[config.mk]
export PLATFORM = sky130hd
export DESIGN_NAME = vpw_link_mux
export DESIGN_NICKNAME = d
export VERILOG_FILES = /design/src/verilog/vpw_link_pkg.sv /design/src/verilog/vpw_rx_filter.sv /design/src/verilog/vpw_link_mux.sv
export SDC_FILE = /design/constraint.sdc
export NUM_CORES = 1
export LEC_CHECK = 0
export BUFFER_PORTS_ARGS = -buffer_cell sky130_fd_sc_hd__buf_2
export CAP_MARGIN = 25
export CORE_MARGIN = 3
export CORE_UTILIZATION = 55
export DETAILED_ROUTE_END_ITERATION = 7
export GPL_ROUTABILITY_DRIVEN = 0
export PLACE_DENSITY = 0.78
export SETUP_SLACK_MARGIN = 0.05
export SYNTH_ARGS = -nofsm -noshare
export SYNTH_HDL_FRONTEND = slang
export SYNTH_SLANG_ARGS = --single-unit
[constraint.sdc]
create_clock -name CLK_I -period 4.36 [get_ports CLK_I]
set_input_delay 0.218 -clock CLK_I [delete_from_list [all_inputs] [get_ports CLK_I]]
set_output_delay 0.218 -clock CLK_I [all_outputs]
set_load 0.02 [all_outputs]
[src/verilog/vpw_link_pkg.sv]
/*
 package for the single-wire vpw link front end: symbol times, filter limits,
 crc constants, state enums and the structs that carry grouped signals.
 assumes a 40 mhz system clock; symbol times are nominal values in microseconds, derived counts in clock cycles.
*/
package vpw_link_pkg;
    // clock rate and nominal symbol times
    localparam int CLK_MHZ = 40;
    localparam int SHORT_US = 64;
    localparam int LONG_US = 128;
    localparam int SOF_US = 200;
    localparam int EOF_US = 280;
    localparam int IFS_US = 20;
    localparam int SHORT_CYC = SHORT_US * CLK_MHZ;
    localparam int IFS_CYC = IFS_US * CLK_MHZ;
    // receive noise filter
    localparam logic [3:0] FILT_TOP = 4'hf;
    localparam logic [3:0] FILT_BOTTOM = 4'h0;
    localparam int SYNC_STAGES = 2;
    localparam int FILT_MAX_LAT = 16;
    localparam int ARB_LAT_CYC = SYNC_STAGES + FILT_MAX_LAT + 1;
    // crc and framing
    localparam logic [7:0] CRC_POLY = 8'h1d;
    localparam logic [7:0] CRC_INIT = 8'hff;
    localparam logic [7:0] CRC_GOOD = 8'hc4;
    localparam logic [3:0] MAX_BYTES = 4'hc;
    localparam logic [2:0] LAST_BIT = 3'h7;

    typedef enum logic [1:0] {RX_IDLE, RX_DATA, RX_EOD} rx_mode_type;
    typedef enum logic [1:0] {TX_IDLE, TX_SOF, TX_BIT} tx_state_type;

    // receive events, one-cycle pulses
    typedef struct packed {
        logic byte_valid;
        logic crc_err;
        logic eof;
        logic invalid;
    } rx_event_type;

    // transmit request from the protocol side
    typedef struct packed {
        logic valid;
        logic last;
        logic [7:0] data;
    } tx_req_type;

    // filter state, updated on the falling clock edge
    typedef struct packed {
        logic [3:0] count;
        logic level;
    } filt_state_type;

    // link state of the top module
    typedef struct packed {
        logic [1:0] sync;
        logic filt_prev;
        logic aloop_prev;
        logic [15:0] dur;
        rx_mode_type rx_mode;
        logic [7:0] rx_sh;
        logic [7:0] rx_crc;
        logic [2:0] rx_bit;
        logic [3:0] rx_bytes;
        logic [7:0] rx_data;
        rx_event_type rx_ev;
        tx_state_type tx_state;
        logic [15:0] tx_cnt;
        logic [7:0] tx_sh;
        logic [7:0] tx_crc;
        logic [2:0] tx_bit;
        logic [3:0] tx_bytes;
        logic tx_last;
        logic tx_crc_phase;
        logic tx_level;
        logic tx_pin;
        logic tx_abort;
        logic tx_done;
    } link_state_type;
endpackage : vpw_link_pkg

[src/verilog/vpw_rx_filter.sv]
/*
 receive noise filter: saturating 4-bit up/down counter with an output latch.
 assumes sample_i is already in the clock domain (synchronised or internal).
*/
module vpw_rx_filter (
    input wire logic clk_i,
    input wire logic reset_i,
    input wire logic sample_i,
    output logic level_o,
    output logic [3:0] count_o
);
    logic sample_reg;
    vpw_link_pkg::filt_state_type state_reg, state_next;

    // input sampled on the rising edge
    always_ff @(posedge clk_i or posedge reset_i) begin
        if (reset_i) begin
            sample_reg <= 1'b0;
        end else begin
            sample_reg <= sample_i;
        end
    end

    // count step and latch decision for the falling edge
    always_comb begin
        state_next = state_reg;
        if (sample_reg && state_reg.count != vpw_link_pkg::FILT_TOP) begin
            state_next.count = state_reg.count + 4'h1;
        end else if (!sample_reg && state_reg.count != vpw_link_pkg::FILT_BOTTOM) begin
            state_next.count = state_reg.count - 4'h1;
        end
        if (state_next.count == vpw_link_pkg::FILT_TOP) begin
            state_next.level = 1'b1;
        end else if (state_next.count == vpw_link_pkg::FILT_BOTTOM) begin
            state_next.level = 1'b0;
        end
    end

    // count applied on the falling edge, latch held between end points
    always_ff @(negedge clk_i or posedge reset_i) begin
        if (reset_i) begin
            state_reg <= '0;
        end else begin
            state_reg <= state_next;
        end
    end

    assign level_o = state_reg.level;
    assign count_o = state_reg.count;
endmodule : vpw_rx_filter

[src/verilog/vpw_link_mux.sv]
/*
 mux interface of a byte link controller for a vpw single-wire bus: pin
 synchroniser, noise filter, vpw symbol encode and decode, crc-8 framing and
 both loopback modes. assumes an analog transceiver on the pins with high =
 active bus, and a protocol handler on the byte ports in the same clock domain.
*/
module vpw_link_mux #(
    parameter int LONG_CYC = vpw_link_pkg::LONG_US * vpw_link_pkg::CLK_MHZ,
    parameter int SOF_CYC = vpw_link_pkg::SOF_US * vpw_link_pkg::CLK_MHZ,
    parameter int EOF_CYC = vpw_link_pkg::EOF_US * vpw_link_pkg::CLK_MHZ
) (
    input wire logic CLK_I,
    input wire logic RESET_I,
    input wire logic RX_PIN_I,
    output logic TX_PIN_O,
    input wire logic DLOOP_I,
    input wire logic ALOOP_I,
    input wire vpw_link_pkg::tx_req_type TX_REQ_I,
    output logic TX_READY_O,
    output logic TX_DONE_O,
    output logic TX_ABORT_O,
    output logic [7:0] RX_DATA_O,
    output vpw_link_pkg::rx_event_type RX_EVENT_O,
    output logic FILT_RX_O,
    output logic BUS_IDLE_O
);
    // decode limits sit halfway between neighbouring nominal lengths, the minimum at half a short symbol
    localparam logic [15:0] SHORT_T = 16'(vpw_link_pkg::SHORT_CYC);
    localparam logic [15:0] LONG_T = 16'(LONG_CYC);
    localparam logic [15:0] SOF_T = 16'(SOF_CYC);
    localparam logic [15:0] EOF_T = 16'(EOF_CYC);
    localparam logic [15:0] MIN_T = 16'(vpw_link_pkg::SHORT_CYC / 2);
    localparam logic [15:0] LIM_SL = 16'((vpw_link_pkg::SHORT_CYC + LONG_CYC) / 2);
    localparam logic [15:0] LIM_LS = 16'((LONG_CYC + SOF_CYC) / 2);
    localparam logic [15:0] LIM_BRK = 16'((SOF_CYC + EOF_CYC) / 2);
    localparam logic [15:0] IDLE_T = 16'(EOF_CYC + vpw_link_pkg::IFS_CYC);
    localparam logic [15:0] ARB_T = 16'(vpw_link_pkg::ARB_LAT_CYC);

    vpw_link_pkg::link_state_type state_reg, state_next;
    logic filt_level;
    logic filt_in;
    logic bus_idle;
    logic edge_seen;
    logic bit_val;
    logic tx_long;
    logic [7:0] tx_crc_n;
    logic [7:0] rx_sh_n;

    // one serial step of the crc shift register
    function automatic logic [7:0] crc_step(input logic [7:0] crc, input logic din);
        crc_step = {crc[6:0], 1'b0} ^ ((crc[7] ^ din) ? vpw_link_pkg::CRC_POLY : 8'h00);
    endfunction : crc_step

    // digital loopback feeds the transmit level straight into the filter
    assign filt_in = DLOOP_I ? state_reg.tx_level : state_reg.sync[1];

    vpw_rx_filter filter_u (
        .clk_i(CLK_I),
        .reset_i(RESET_I),
        .sample_i(filt_in),
        .level_o(filt_level),
        .count_o()
    );

    assign bus_idle = !filt_level && state_reg.dur >= IDLE_T;
    assign edge_seen = filt_level != state_reg.filt_prev;

    // next state of the receive path, the idle timer and the transmitter
    always_comb begin
        state_next = state_reg;
        TX_READY_O = 1'b0;
        bit_val = 1'b0;
        rx_sh_n = state_reg.rx_sh;
        tx_long = 1'b0;
        tx_crc_n = state_reg.tx_crc;
        state_next.rx_ev = '0;
        state_next.tx_abort = 1'b0;
        state_next.tx_done = 1'b0;
        state_next.sync = {state_reg.sync[0], RX_PIN_I};
        state_next.filt_prev = filt_level;
        state_next.aloop_prev = ALOOP_I;

        // length of the current bus level, saturating at idle
        if (edge_seen) begin
            state_next.dur = 16'h0001;
        end else if (state_reg.dur < IDLE_T) begin
            state_next.dur = state_reg.dur + 16'h0001;
        end

        // receive: classify the level that just ended
        if (edge_seen && state_reg.filt_prev) begin
            if (state_reg.dur >= LIM_BRK) begin
                state_next.rx_ev.invalid = 1'b1;
                state_next.rx_mode = vpw_link_pkg::RX_IDLE;
            end else if (state_reg.dur >= LIM_LS) begin
                if (state_reg.rx_mode == vpw_link_pkg::RX_DATA) begin
                    state_next.rx_ev.invalid = 1'b1;
                    state_next.rx_mode = vpw_link_pkg::RX_IDLE;
                end else begin
                    state_next.rx_mode = vpw_link_pkg::RX_DATA;
                    state_next.rx_crc = vpw_link_pkg::CRC_INIT;
                    state_next.rx_bit = 3'h0;
                    state_next.rx_bytes = 4'h0;
                end
            end else if (state_reg.rx_mode == vpw_link_pkg::RX_DATA) begin
                if (state_reg.dur < MIN_T) begin
                    state_next.rx_ev.invalid = 1'b1;
                    state_next.rx_mode = vpw_link_pkg::RX_IDLE;
                end else begin
                    bit_val = state_reg.dur < LIM_SL;
                end
            end
        end else if (edge_seen) begin
            if (state_reg.rx_mode == vpw_link_pkg::RX_DATA) begin
                if (state_reg.dur < MIN_T) begin
                    state_next.rx_ev.invalid = 1'b1;
                    state_next.rx_mode = vpw_link_pkg::RX_IDLE;
                end else begin
                    bit_val = state_reg.dur >= LIM_SL;
                end
            end else begin
                state_next.rx_mode = vpw_link_pkg::RX_IDLE;
            end
        end

        // receive: shift a valid bit, msb first, through the crc
        if (edge_seen && state_reg.rx_mode == vpw_link_pkg::RX_DATA && !state_next.rx_ev.invalid
            && state_next.rx_mode == vpw_link_pkg::RX_DATA) begin
            rx_sh_n = {state_reg.rx_sh[6:0], bit_val};
            state_next.rx_sh = rx_sh_n;
            state_next.rx_crc = crc_step(state_reg.rx_crc, bit_val);
            state_next.rx_bit = state_reg.rx_bit + 3'h1;
            if (state_reg.rx_bit == vpw_link_pkg::LAST_BIT) begin
                if (state_reg.rx_bytes == vpw_link_pkg::MAX_BYTES) begin
                    state_next.rx_ev.invalid = 1'b1;
                    state_next.rx_mode = vpw_link_pkg::RX_IDLE;
                end else begin
                    state_next.rx_bytes = state_reg.rx_bytes + 4'h1;
                    state_next.rx_data = rx_sh_n;
                    state_next.rx_ev.byte_valid = 1'b1;
                end
            end
        end

        // receive: passive timeouts give end of data and end of frame
        if (!edge_seen && !filt_level) begin
            if (state_reg.rx_mode == vpw_link_pkg::RX_DATA && state_reg.dur == LIM_LS) begin
                state_next.rx_mode = vpw_link_pkg::RX_EOD;
                if (state_reg.rx_bit != 3'h0 || state_reg.rx_bytes < 4'h2) begin
                    state_next.rx_ev.invalid = 1'b1;
                    state_next.rx_mode = vpw_link_pkg::RX_IDLE;
                end else if (state_reg.rx_crc != vpw_link_pkg::CRC_GOOD) begin
                    state_next.rx_ev.crc_err = 1'b1;
                end
            end else if (state_reg.rx_mode == vpw_link_pkg::RX_EOD && state_reg.dur == EOF_T) begin
                state_next.rx_ev.eof = 1'b1;
                state_next.rx_mode = vpw_link_pkg::RX_IDLE;
            end
        end

        // leaving analog loopback restarts the idle wait
        if (state_reg.aloop_prev && !ALOOP_I) begin
            state_next.dur = 16'h0000;
            state_next.rx_mode = vpw_link_pkg::RX_IDLE;
        end

        // transmit sequencer
        unique case (state_reg.tx_state)
            vpw_link_pkg::TX_IDLE: begin
                state_next.tx_level = 1'b0;
                if (bus_idle && TX_REQ_I.valid) begin
                    TX_READY_O = 1'b1;
                    state_next.tx_sh = TX_REQ_I.data;
                    state_next.tx_last = TX_REQ_I.last;
                    state_next.tx_bytes = 4'h1;
                    state_next.tx_crc = vpw_link_pkg::CRC_INIT;
                    state_next.tx_crc_phase = 1'b0;
                    state_next.tx_cnt = 16'h0000;
                    state_next.tx_level = 1'b1;
                    state_next.tx_state = vpw_link_pkg::TX_SOF;
                end
            end
            vpw_link_pkg::TX_SOF: begin
                state_next.tx_cnt = state_reg.tx_cnt + 16'h0001;
                if (state_reg.tx_cnt == SOF_T - 16'h0001) begin
                    state_next.tx_cnt = 16'h0000;
                    state_next.tx_bit = 3'h0;
                    state_next.tx_level = 1'b0;
                    state_next.tx_state = vpw_link_pkg::TX_BIT;
                end
            end
            vpw_link_pkg::TX_BIT: begin
                tx_long = state_reg.tx_sh[7] ^ state_reg.tx_level;
                tx_crc_n = crc_step(state_reg.tx_crc, state_reg.tx_sh[7]);
                state_next.tx_cnt = state_reg.tx_cnt + 16'h0001;
                if (!state_reg.tx_level && filt_level && state_reg.tx_cnt >= ARB_T) begin
                    state_next.tx_abort = 1'b1;
                    state_next.tx_level = 1'b0;
                    state_next.tx_state = vpw_link_pkg::TX_IDLE;
                end else if (state_reg.tx_cnt == (tx_long ? LONG_T : SHORT_T) - 16'h0001) begin
                    state_next.tx_cnt = 16'h0000;
                    state_next.tx_level = !state_reg.tx_level;
                    state_next.tx_sh = {state_reg.tx_sh[6:0], 1'b0};
                    state_next.tx_bit = state_reg.tx_bit + 3'h1;
                    if (!state_reg.tx_crc_phase) begin
                        state_next.tx_crc = tx_crc_n;
                    end
                    if (state_reg.tx_bit == vpw_link_pkg::LAST_BIT) begin
                        if (state_reg.tx_crc_phase) begin
                            state_next.tx_done = 1'b1;
                            state_next.tx_state = vpw_link_pkg::TX_IDLE;
                        end else if (state_reg.tx_last) begin
                            state_next.tx_sh = ~tx_crc_n;
                            state_next.tx_crc_phase = 1'b1;
                        end else if (TX_REQ_I.valid) begin
                            TX_READY_O = 1'b1;
                            state_next.tx_sh = TX_REQ_I.data;
                            state_next.tx_last = TX_REQ_I.last
                                || state_reg.tx_bytes == vpw_link_pkg::MAX_BYTES - 4'h2;
                            state_next.tx_bytes = state_reg.tx_bytes + 4'h1;
                        end else begin
                            state_next.tx_abort = 1'b1;
                            state_next.tx_level = 1'b0;
                            state_next.tx_state = vpw_link_pkg::TX_IDLE;
                        end
                    end
                end
            end
        endcase

        // the pin stays passive while the node is looped back digitally
        state_next.tx_pin = state_next.tx_level && !DLOOP_I;
    end

    // single state register
    always_ff @(posedge CLK_I or posedge RESET_I) begin
        if (RESET_I) begin
            state_reg <= '0;
        end else begin
            state_reg <= state_next;
        end
    end

    assign TX_PIN_O = state_reg.tx_pin;
    assign TX_DONE_O = state_reg.tx_done;
    assign TX_ABORT_O = state_reg.tx_abort;
    assign RX_DATA_O = state_reg.rx_data;
    assign RX_EVENT_O = state_reg.rx_ev;
    assign FILT_RX_O = filt_level;
    assign BUS_IDLE_O = bus_idle;
endmodule : vpw_link_mux

# --- Word level (Yosys, flattened, before mapping) ---
# Index checks and enable logic that the tools add are counted.
word_totals:
  ff_bits: 110
  in_bits: 15
  ram_bits: 0
  mem_bits_ro: 0
  output_inout_bits: 18
  latchBits: 0
  n_memories: 0
classes:
  bitwise_logic: 7
  reduce_logical: 43
  n_shift: 0
  n_eq_ne: 31
  mux: 105
  div_mod_pow: 0
  multipliers: 0
  n_lt_le_gt_ge: 9
  add_sub_neg: 9
ops:
  columns: ["op", "n"]
  rows:
  - ["$mux W34", 2]
  - ["$mux W15", 4]
  - ["$pmux W18 S3", 1]
  - ["$mux W1", 47]
  - ["$mux W44", 1]
  - ["$mux W2", 21]
  - ["$mux W41", 1]
  - ["$mux W8", 5]
  - ["$mux W13", 3]
  - ["$mux W18", 2]
  - ["$add A16 B1 Y16 const B", 2]
  - ["$eq A16 B13 Y1 const B", 2]
  - ["$ge A16 B14 Y1 const B", 2]
  - ["$mux W16", 2]
  - ["$pmux W16 S2", 1]
  - ["$mux W7", 3]
  - ["$mux W5", 4]
  - ["$eq A16 B14 Y1 const B", 1]
  - ["$eq A16 B16 Y1", 1]
  - ["$ge A16 B12 Y1 const B", 1]
  - ["$ge A16 B13 Y1 const B", 1]
  - ["$ge A16 B5 Y1 const B", 1]
  - ["$lt A16 B11 Y1 const B", 1]
  - ["$lt A16 B12 Y1 const B", 1]
  - ["other kinds (39)", 94]

# --- Longest topological paths before layout ---
logic_depth:
  ltp_word: 14
  mapped_depth: 10
  mapped_depth_nobuf: 8

# --- By module ---
# From an unflattened synthesis, not the netlist that was laid out.
hier_totals:
  cells_unflattened: 691
  hier_area_um2: 6299.8
modules_own_cells:
  columns: ["module", "area_per_inst_um2", "instances", "cells_each"]
  rows:
  - ["vpw_link_mux", 5891.9, 1, 647]
  - ["vpw_rx_filter", 407.9, 1, 44]

==> metrics <==
main area contributors after synthesis=dfrtp_1, ha_1, nor2_1; CP Data Required Time=a little over 4 ns; H-Tree Depth=3; Multi-input gate area=between 3000 and 4000 sq um; Synth async-reset ratio=1.00; Mapped Area=about 6000 sq um; CTS Buf Count=9; core area=approximately 11000 sq um; worst-case clock skew=approximately 0.027 ns; clock sinks=109; CP arrival=roughly 4 ns; DR WL/cell=between 15 and 20 um; Largest stage delay, worst path=about 0.53 ns; post-synthesis sequential area ratio=0.447; gr ovfl total=0; Longest Clk Path Bufs=2; largest net degree at the start of global routing=between 50 and 60; effective utilization at floorplan=0.578; Hold WC Path Type=input pin to flip-flop; crit-path cells=inv_4 -> or4b_4 -> and3_4 -> nand3_4 -> o31ai_4 -> buf_6; Yosys warnings=0; die area=~12000 sq um; Initial DRC Count=336; die width=roughly 110 um; final hold viol count=0; worst reg2reg setup slack=roughly 0.037 ns; vias per cell=approximately 6.0; Synth top area share=0.427; Max Cap Violations=0; reg2reg start=filter_u.level_o$_DFFE_NP0P_; Post-Syn Nets=between 600 and 700; crit end category=primary output; top-count cell post-synth=dfrtp_1; PD cells=slightly above 300 nW/um^2; crit path to=TX_READY_O; Cell variety after synth=just under 70; highest metal used=met4; Leak Pwr=just over 3 nW; number of synthesized flops with an enable pin=0; Worst Slack Setup Final=around 0.037 ns; Post-DP Area=between 6000 and 7000 sq um; WL met3=roughly 510 um; synthesized netlist cell count=between 600 and 700; outcome=finished clean; CTS tree=done; fillcell total=approximately 850; Layout Area Growth over Synthesis=10.0%; commonest cells in the netlist=dfrtp_1, nor2_1, nand2_1; first-pass GRT wire length=about 23 mm; initial antenna violation count=0; Worst Tran Pin Value=0.791 ns; total track usage=0.218; max reg flops=slightly below 90; worst vdd ir=181 uV; Max Slew Vio Count=0; share of post-route cells with drive strength above 1=0.168; syn_area_per_cell=9.62 sq um; Sequential Area=between 2000 and 3000 sq um; CP Max Fanout=6; worst reg-to-reg path cell count=7; Crit Path Class=flip-flop to primary output; Main synth FF type=dfrtp_1; reg2reg end=RX_DATA_O[7]$_DFFE_PP0P_; vias in the first global route=roughly 4800; drt first pass iters=5; endpoints failing setup=0; startpoint types=flip-flop; met2 WL=a little under 7 mm; RSZ-0062 raised after global routing=yes; clk root buf=clkbuf_8; die height=between 100 and 150 um; Vias=4772; Place WS=-0.149 ns; Yosys top cell by area=dfrtp_1; diode count=0; Port-buffer cells=32; fin area=6710 sq um; crit path from=filter_u.level_o$_DFFE_NP0P_; drt total wl=~13 mm; Worst-path clk slew=approximately 0.090 ns; num rows=37; drt drc=0; I/O Pins=33; Detail Route Antenna Nets=0; slew margin rel.=0.472; Synth Register Bits=approximately 110; nets=691; worst skew pair latency=0.37 ns; Crit-path slowest cell=or4b_4; met1 WL=5.81 mm; HPWL after DPL=9.45 mm
## timing repair
item	in CTS	in global routing
resized for setup	6	9
buffers inserted	0	3
setup endpoints to repair	9	14
pin swaps	1	5
endpoints found under the hold margin	20	0
hold buffers	3	0
## area by class of cell
| cell class | instances | share of cell area |
|---|---|---|
| clock buffer | 13 | 0.0237 |
| clock inverter | 3 | 0.00317 |
| inverter | 27 | 0.0160 |
| multi-input combinational | 451 | 0.461 |
| sequential | 109 | 0.406 |
| tap | 136 | 0.0254 |
| timing repair buffer | 59 | 0.0647 |
## how the worst min path moves through the flow
stage | from | end | depth (start not counted)
finish | DLOOP_I | TX_PIN_O$_DFF_PP0_ | 2
global route | DLOOP_I | TX_PIN_O$_DFF_PP0_ | 2
CTS | DLOOP_I | TX_PIN_O$_DFF_PP0_ | 2
detailed placement | RESET_I | state_reg[101]$_DFF_PP0_ | 2
global placement | RESET_I | state_reg[101]$_DFF_PP0_ | 2
floorplan | RX_PIN_I | state_next[103]$_DFF_PP0_ | 0
## report_power, final
| group | total (mW) | switching [mW] | internal (mW) |
|---|---|---|---|
| registers | 1.15 | 0.0792 | 1.07 |
| logic | 0.357 | 0.203 | 0.154 |
| clock network | 0.572 | 0.331 | 0.240 |
| total | 2.08 | 0.614 | 1.47 |
## metal layers
metal | track usage | vias to the layer above
li1 | - | 2287
met1 | 0.274 | 2348
met2 | 0.385 | 118
met5 | 0 | -
met3 | 0.0360 | 19
met4 | 0.0681 | 0
## metrics by stage
| step | hold WS, ns | total power, mW | TNS [ns] | utilization | instances |
|---|---|---|---|---|---|
| floorplan | 0.249 | 1.42 | -1.26 | - | 634 |
| global placement | 0.292 | 1.48 | 0 | 0.605 | 775 |
| detailed placement | 0.301 | 1.52 | -1.09 | 0.607 | 776 |
| CTS | 0.0521 | 2.09 | -0.0129 | 0.630 | 795 |
| global route | 0.0521 | 2.20 | -0.367 | 0.636 | 798 |
| finish | 0.0531 | 2.08 | 0 | 0.636 | 798 |
## layout by cell type, fill, tap and decap left out, types with 5 or more instances in the layout
master       n
and3_1       8
a2bb2oi_1    9
mux2_2      13
mux2i_1     12
buf_4       20
buf_2       31
nand3_1     31
dfrtn_1      5
clkbuf_8    11
nor2b_1      9
xnor2_1     11
mux2_1       6
o21ai_0     36
a31oi_1      9
nor3_1       7
o22a_1       5
a21oi_1     16
nor4_1       8
inv_1       24
nor2_1      60
dfrtp_1    104
and4_1       6
nand2_1     51
nand2b_1     8
ha_1        18
xor2_1      24
nand4_1     17
and2_1       7
## cell families after synthesis
logic type,share of synthesized area
compound gates,0.136
xor+xnor,0.0517
fa+ha+maj,0.0390
buf+inv,0.0591
flops,0.447
mux,0.0548
simple gates,0.212
## critical path: cells and delay by family (launching register included)
family / cells / cell delay [ns]
and+or+nand+nor: 3 / 0.81
DFF: 1 / 0.46
buffers and inverters: 2 / 0.23
AOI/OAI and AO/OA: 1 / 0.08
(Power assumes the default switching activity.)
